===== config.mk =====
export PLATFORM = sky130hd
export DESIGN_NAME = status_bus_command_controller
export DESIGN_NICKNAME = d
export VERILOG_FILES = /design/src/hw/bus_ctrl_pkg.sv /design/src/hw/status_decode_if.sv /design/src/hw/grant_timer.sv /design/src/hw/status_bus_command_controller.sv /design/src/hw/status_decoder.sv
export SDC_FILE = /design/constraint.sdc
export NUM_CORES = 1
export LEC_CHECK = 0
export BUFFER_PORTS_ARGS = -buffer_cell sky130_fd_sc_hd__buf_2
export CORE_UTILIZATION = 46
export DETAILED_ROUTE_END_ITERATION = 16
export MAX_ROUTING_LAYER = met4
export PLACE_DENSITY = 0.72
export SYNTH_ARGS = -nofsm -noshare
export SYNTH_HDL_FRONTEND = slang
export SYNTH_SLANG_ARGS = --single-unit

===== constraint.sdc =====
create_clock -name clk -period 1.9 [get_ports clk]
set_input_delay 0.19 -clock clk [delete_from_list [all_inputs] [get_ports clk]]
set_output_delay 0.19 -clock clk [all_outputs]
set_load 0.05 [all_outputs]

===== src/hw/bus_ctrl_pkg.sv =====
package bus_ctrl_pkg;

	// processor status codes as sampled on {line 2, line 1, line 0}
	localparam logic [2:0] CODE_ACK = 3'h0;
	localparam logic [2:0] CODE_IO_RD = 3'h1;
	localparam logic [2:0] CODE_IO_WR = 3'h2;
	localparam logic [2:0] CODE_HALT = 3'h3;
	localparam logic [2:0] CODE_FETCH = 3'h4;
	localparam logic [2:0] CODE_MEM_RD = 3'h5;
	localparam logic [2:0] CODE_MEM_WR = 3'h6;
	localparam logic [2:0] CODE_PASSIVE = 3'h7;

	localparam int CLK_PERIOD_NS = 10;
	localparam int GRANT_MIN_NS = 110;
	localparam int GRANT_DELAY_CYC = (GRANT_MIN_NS + CLK_PERIOD_NS - 1) / CLK_PERIOD_NS;

	localparam logic CMD_RST = 1'h1;
	localparam logic ALE_RST = 1'h0;
	localparam logic DATA_EN_RST = 1'h0;
	localparam logic DIR_RST = 1'h0;
	localparam logic DUAL_RST = 1'h0;
	localparam logic STRAP_RST = 1'h0;
	localparam logic PREV_PASSIVE_RST = 1'h1;

	typedef enum logic [1:0] {
		phase_idle = 2'h0,
		phase_addr = 2'h1,
		phase_early = 2'h3,
		phase_late = 2'h2
	} phase_e;

endpackage


===== src/hw/status_decode_if.sv =====
`timescale 1ns/1ps
interface status_decode_if;
	logic [2:0] code;
	logic ack;
	logic io_rd;
	logic io_wr;
	logic halt;
	logic mem_rd;
	logic mem_wr;
	logic passive;

	modport decoder (
		input code,
		output ack,
		output io_rd,
		output io_wr,
		output halt,
		output mem_rd,
		output mem_wr,
		output passive
	);

	modport user (
		output code,
		input ack,
		input io_rd,
		input io_wr,
		input halt,
		input mem_rd,
		input mem_wr,
		input passive
	);
endinterface


===== src/hw/grant_timer.sv =====
`timescale 1ns/1ps
module grant_timer #(
	parameter int DELAY_CYC = bus_ctrl_pkg::GRANT_DELAY_CYC
) (
	input wire logic clk,
	input wire logic nrst,
	input wire logic bus_grant_n,
	output logic ready
);
	import bus_ctrl_pkg::*;

	localparam int W = $clog2(DELAY_CYC + 1);
	localparam logic [W-1:0] LIMIT = W'(DELAY_CYC);

	logic [W-1:0] count;
	wire at_limit = count == LIMIT;
	wire [W-1:0] next_count = at_limit ? count : count + 1'b1;

	// restart on every release so a short glitch low never counts as a grant
	always_ff @(posedge clk or negedge nrst) begin
		if (!nrst) begin
			count <= '0;
			ready <= 1'b0;
		end else if (bus_grant_n) begin
			count <= '0;
			ready <= 1'b0;
		end else begin
			count <= next_count;
			ready <= next_count == LIMIT;
		end
	end
endmodule


===== src/hw/status_bus_command_controller.sv =====
`timescale 1ns/1ps
module status_bus_command_controller #(
	parameter int GRANT_DELAY = bus_ctrl_pkg::GRANT_DELAY_CYC
) (
	input wire logic clk,
	input wire logic nrst,
	input wire logic status_line_0,
	input wire logic status_line_1,
	input wire logic status_line_2,
	input wire logic bus_grant_n,
	input wire logic command_qualifier,
	input wire logic io_bus_mode_strap,
	output logic address_strobe,
	output logic data_transceiver_enable,
	output logic transceiver_direction,
	output logic cascade_or_periph_enable,
	output logic mem_read_n,
	output logic mem_read_oe,
	output logic mem_write_n,
	output logic mem_write_oe,
	output logic early_mem_write_n,
	output logic early_mem_write_oe,
	output logic io_read_n,
	output logic io_read_oe,
	output logic io_write_n,
	output logic io_write_oe,
	output logic early_io_write_n,
	output logic early_io_write_oe,
	output logic irq_acknowledge_n,
	output logic irq_acknowledge_oe
);
	import bus_ctrl_pkg::*;

	status_decode_if dec ();

	phase_e phase;
	phase_e next_phase;
	logic prev_passive;
	logic io_bus_mode;
	logic grant_ready;

	assign dec.code = {status_line_2, status_line_1, status_line_0};

	status_decoder u_decoder (
		.bus(dec.decoder)
	);

	grant_timer #(
		.DELAY_CYC(GRANT_DELAY)
	) u_grant (
		.clk(clk),
		.nrst(nrst),
		.bus_grant_n(bus_grant_n),
		.ready(grant_ready)
	);

	// strap is sampled every cycle after release, never loaded by the reset itself
	always_ff @(posedge clk or negedge nrst) begin
		if (!nrst) begin
			io_bus_mode <= STRAP_RST;
		end else begin
			io_bus_mode <= io_bus_mode_strap;
		end
	end

	always_ff @(posedge clk or negedge nrst) begin
		if (!nrst) begin
			prev_passive <= PREV_PASSIVE_RST;
		end else begin
			prev_passive <= dec.passive;
		end
	end

	// a new sequence only on a passive-to-active change of status
	wire start = prev_passive && !dec.passive;

	always_comb begin
		next_phase = phase;
		unique case (phase)
			phase_idle: begin
				next_phase = start ? phase_addr : phase_idle;
			end
			phase_addr: begin
				next_phase = dec.passive ? phase_idle : phase_early;
			end
			phase_early: begin
				next_phase = dec.passive ? phase_idle : phase_late;
			end
			phase_late: begin
				next_phase = dec.passive ? phase_idle : phase_late;
			end
		endcase
	end

	always_ff @(posedge clk or negedge nrst) begin
		if (!nrst) begin
			phase <= phase_idle;
		end else begin
			phase <= next_phase;
		end
	end

	wire cmd_phase = (phase == phase_early) || (phase == phase_late);
	wire late_phase = phase == phase_late;
	// commands need an active code and an asserted qualifier
	wire cmd_on = cmd_phase && !dec.passive && command_qualifier;
	// memory always waits for the bus; I/O only in system-bus mode
	wire mem_ok = grant_ready;
	wire io_ok = io_bus_mode || grant_ready;
	wire io_kind = dec.io_rd || dec.io_wr || dec.ack;
	wire mem_kind = dec.mem_rd || dec.mem_wr;
	wire write_kind = dec.io_wr || dec.mem_wr;

	wire next_mem_read_n = !(cmd_on && dec.mem_rd && mem_ok);
	// early write has read timing; the normal write follows one phase later
	wire next_early_mem_write_n = !(cmd_on && dec.mem_wr && mem_ok);
	wire next_mem_write_n = !(cmd_on && late_phase && dec.mem_wr && mem_ok);
	wire next_io_read_n = !(cmd_on && dec.io_rd && io_ok);
	wire next_early_io_write_n = !(cmd_on && dec.io_wr && io_ok);
	wire next_io_write_n = !(cmd_on && late_phase && dec.io_wr && io_ok);
	wire next_irq_acknowledge_n = !(cmd_on && dec.ack && io_ok);

	// in I/O-bus mode the I/O transfers use the peripheral enable instead
	wire sys_xfer = mem_kind || (io_kind && !io_bus_mode);
	wire next_data_en = cmd_on && sys_xfer;
	wire next_dir = (phase != phase_idle || start) && write_kind && !dec.passive;
	wire next_ale = (phase == phase_idle) && start;
	wire next_periph_en_n = !(cmd_on && io_kind);
	// cascade address is gated while the address strobe is high
	wire next_cascade_en = (next_ale || phase == phase_addr) && dec.ack && next_phase == phase_addr;
	wire next_dual = io_bus_mode ? next_periph_en_n : next_cascade_en;

	always_ff @(posedge clk or negedge nrst) begin
		if (!nrst) begin
			address_strobe <= ALE_RST;
			data_transceiver_enable <= DATA_EN_RST;
			transceiver_direction <= DIR_RST;
			cascade_or_periph_enable <= DUAL_RST;
		end else begin
			address_strobe <= next_ale;
			data_transceiver_enable <= next_data_en;
			transceiver_direction <= next_dir;
			cascade_or_periph_enable <= next_dual;
		end
	end

	// inactive-high values are driven, not released, when the qualifier is low
	always_ff @(posedge clk or negedge nrst) begin
		if (!nrst) begin
			mem_read_n <= CMD_RST;
			mem_write_n <= CMD_RST;
			early_mem_write_n <= CMD_RST;
			io_read_n <= CMD_RST;
			io_write_n <= CMD_RST;
			early_io_write_n <= CMD_RST;
			irq_acknowledge_n <= CMD_RST;
		end else begin
			mem_read_n <= next_mem_read_n;
			mem_write_n <= next_mem_write_n;
			early_mem_write_n <= next_early_mem_write_n;
			io_read_n <= next_io_read_n;
			io_write_n <= next_io_write_n;
			early_io_write_n <= next_early_io_write_n;
			irq_acknowledge_n <= next_irq_acknowledge_n;
		end
	end

	// enables bypass the clock on purpose: losing the grant must release the bus at once
	wire mem_drive = grant_ready && !bus_grant_n;
	wire io_drive = io_bus_mode || mem_drive;

	assign mem_read_oe = mem_drive;
	assign mem_write_oe = mem_drive;
	assign early_mem_write_oe = mem_drive;
	assign io_read_oe = io_drive;
	assign io_write_oe = io_drive;
	assign early_io_write_oe = io_drive;
	assign irq_acknowledge_oe = io_drive;

	wire all_cmds_high = mem_read_n && mem_write_n && early_mem_write_n && io_read_n && io_write_n &&
		early_io_write_n && irq_acknowledge_n;

	// run of low grant samples kept apart from the timer, so any delay setting up to 255 cycles is judged
	logic [7:0] low_run;
	always_ff @(posedge clk or negedge nrst) begin
		if (!nrst) begin
			low_run <= '0;
		end else if (bus_grant_n) begin
			low_run <= '0;
		end else if (low_run != 8'hFF) begin
			low_run <= low_run + 8'h01;
		end
	end
endmodule


===== src/hw/status_decoder.sv =====
`timescale 1ns/1ps
module status_decoder (
	status_decode_if.decoder bus
);
	import bus_ctrl_pkg::*;

	assign bus.ack = bus.code == CODE_ACK;
	assign bus.io_rd = bus.code == CODE_IO_RD;
	assign bus.io_wr = bus.code == CODE_IO_WR;
	assign bus.halt = bus.code == CODE_HALT;
	// code fetch and data read give the same strobe
	assign bus.mem_rd = (bus.code == CODE_FETCH) || (bus.code == CODE_MEM_RD);
	assign bus.mem_wr = bus.code == CODE_MEM_WR;
	assign bus.passive = bus.code == CODE_PASSIVE;
endmodule


==> results.toml <==
[grt]
overflow = 0
grt_max_degree = 21
grt_pass1_vias = 563
grt_use_total = 0.173
antenna_found_initial = 0
grt_pass1_wl_mm = 2.45

[floorplanning]
dieArea_um2 = 2120
rows = 15
io_pins = 26
die_y_um = 46.1
fp.dieW_um = 46.1
start_util = 0.506
coreArea_um2 = 1760

[route]
remaining_drc_errors = 0
met2_length_um = 705
final_antenna_net_count = 0
wl_met3_um = 88
dr.pass1.iters = 4
via_per_inst = 4.83
wl_per_cell_um = 12.0
top_layer = "met4"
wirelength_mm = 1.53
drt-initial-drc-count = 14
via_count = 618
met1Wirelength_um = 706

[synthesis]
syn_inst = 77
synthAdderAreaFrac = 0.0140
seq_area_frac_synth = 0.571
yosys.area_share.xor_xnor = 0.0294
syn_nets = 86
synth-compound-area-share = 0.0644
yosys_register_bits = 20
synth_mux_area_frac = 0.0504
yosys.area_share.simple = 0.224
synth_top_family_by_area = "simple AND/OR/NAND/NOR gates"
syn_avg_cell_area_um2 = 11.6
syn-cell-area_um2 = 893
synth.distinct_cells = 26
ys_warn_count = 0

[clock_network]
clock_latency_ns = 0.29
cts_resized = 0
cts_num_sinks = 20
cts.path.max_buffers = 2
ctsHoldBuffers = 2
root_buffer = "clkbuf_4"
cts_tree = "yes"
clkTransAtPathRegs_ns = 0.11
htreeDepth = 1
postCtsSetupBuffers = 0
cts_inserted_buffers = 3

[final_layout]
fillers = 167
syn2layout_area_growth_pct = 21.7
largest_register_ffs = 4
fin_cells = 128
finalNetCount = 113
final_cell_mix = "buf_2, nor2_1, dfrtp_1, dfstp_2, nand2_1"
layout_commonest_cell = "buf_2"
drive_gt1_frac = 0.427
antenna_cells = 0
top_register = "u_grant.count"
largest_registers = "u_grant.count x4, phase x2"
fin_area_um2 = 1090

[critical_path]
critPathTopFamily = "simple AND/OR/NAND/NOR gates"
required_ns = 1.71
cp-end-kind = "output port"
crit_chain = "nor2b_2 > or2_2 > buf_2"
cp_slowest_stage_delay_ns = 0.43
arrival_ns = 1.42
worstSetupStartpointType = "flip-flop"
crit_fanout = 4
path_class = "flip-flop to output port"
cp_slowest_cell = "dfrtp_1"
critPathBufInv = 1

[placement]
place_congestion = 0.809
dp_slack_ns = 0.315
postPlaceCellArea_um2 = 1010
io_buffers = 25
dpl.hpwl_mm = 1.02
dp.cells = 122

[pwr]
power_mw = 1.03
p_per_area_nw_per_um2 = 950
vdd_drop_max_mv = 0.743
power_leakage_nw = 0.528

[outcome]
status = "finished clean"

[sta]
min_period_ns = 1.61
finalCritPeriodShare = 0.845
maxSlewViolCount = 0
hold_violations = 0
finClkSkew_ns = 0.00620
finalSetupViolations = 0
fin_ws_ns = 0.294
worstMarginPinSlew_ns = 0.472
slew_headroom = 0.683
fmax_ghz = 0.623
fin_tns_setup_ns = 0
rsz0062_at_grt = "false"

[worst_hold_path]
hp-class = "input pin to flip-flop"

[run]
cap_violations = 0
==> logic make-up (layout without fill, tap and decap cells) <==
family / after synthesis / after routing
simple gates: 38 / 38
flops: 20 / 20
buf+inv: 6 / 32
compound gates: 5 / 5
mux: 4 / 4
xor+xnor: 3 / 3
fa+ha+maj: 1 / 1
==> power breakdown <==
part	internal [mW]	total [mW]	leakage, nW	switching (mW)
registers	0.464	0.498	0.241	0.0345
logic	0.0602	0.199	0.259	0.139
clock network	0.213	0.335	0.0279	0.123
total	0.737	1.03	0.528	0.296
==> metrics by stage <==
stage          hold WS (ns)  utilization
3_5_place_dp          0.150        0.575
2_1_floorplan        -0.106            -
4_1_cts              0.0986        0.616
3_3_place_gp          0.150        0.575
6_report              0.110        0.616
5_1_grt              0.0980        0.616
==> layer usage <==
layer,up-vias,track usage
li1,307,-
met3,4,0.0353
met2,29,0.245
met4,0,0.100
met5,-,-
met1,278,0.227
==> area by class of cell <==
| type | count | area, um2 | area share |
|---|---|---|---|
| flip-flops and latches | 20 | 510 | 0.470 |
| repair buffers | 27 | 145 | 0.133 |
| clock buffers | 3 | 22.5 | 0.0207 |
| multi-input cells | 51 | 344 | 0.316 |
| well taps | 25 | 31.3 | 0.0288 |
| clock inverters | 1 | 30.0 | 0.0276 |
| inverters | 1 | 3.75 | 0.00345 |
==> path summary, 6_finish.rpt <==
check | start | end | slack [ns] | cells after the start
min in group asynchronous | nrst | phase[1] | 0.36 | 2
worst max-delay path | u_grant.ready | irq_acknowledge_oe | 0.29 | 3
worst max register to register | u_grant.count[1] | u_grant.ready | 0.30 | 4
worst min-delay path | status_line_0 | io_read_n | 0.11 | 2
max in group asynchronous | nrst | mem_write_n | 1.20 | 2
worst min register to register | io_bus_mode | cascade_or_periph_enable | 0.52 | 1
==> Yosys cell counts <==
library cell	instances	area share
nand3b_1	1	0.0084
nand3_1	1	0.0056
nand2_1	6	0.025
a211oi_1	1	0.0084
nor2b_1	3	0.021
or3_1	1	0.0070
nor3_1	3	0.017
xnor2_1	1	0.0098
and3_1	1	0.0070
inv_1	1	0.0042
nand3b_4	1	0.022
nand2b_1	3	0.021
xor2_1	2	0.020
buf_4	5	0.042
nor2_1	13	0.055
nand4_1	2	0.014
or2_2	3	0.021
o21ai_0	1	0.0056
a2111oi_4	1	0.031
o2bb2ai_1	1	0.0098
mux2i_1	3	0.034
mux2_4	1	0.017
a221oi_1	1	0.0098
dfstp_2	8	0.24
dfrtp_1	12	0.34
ha_1	1	0.014
Power figures use the tool's default switching activity.
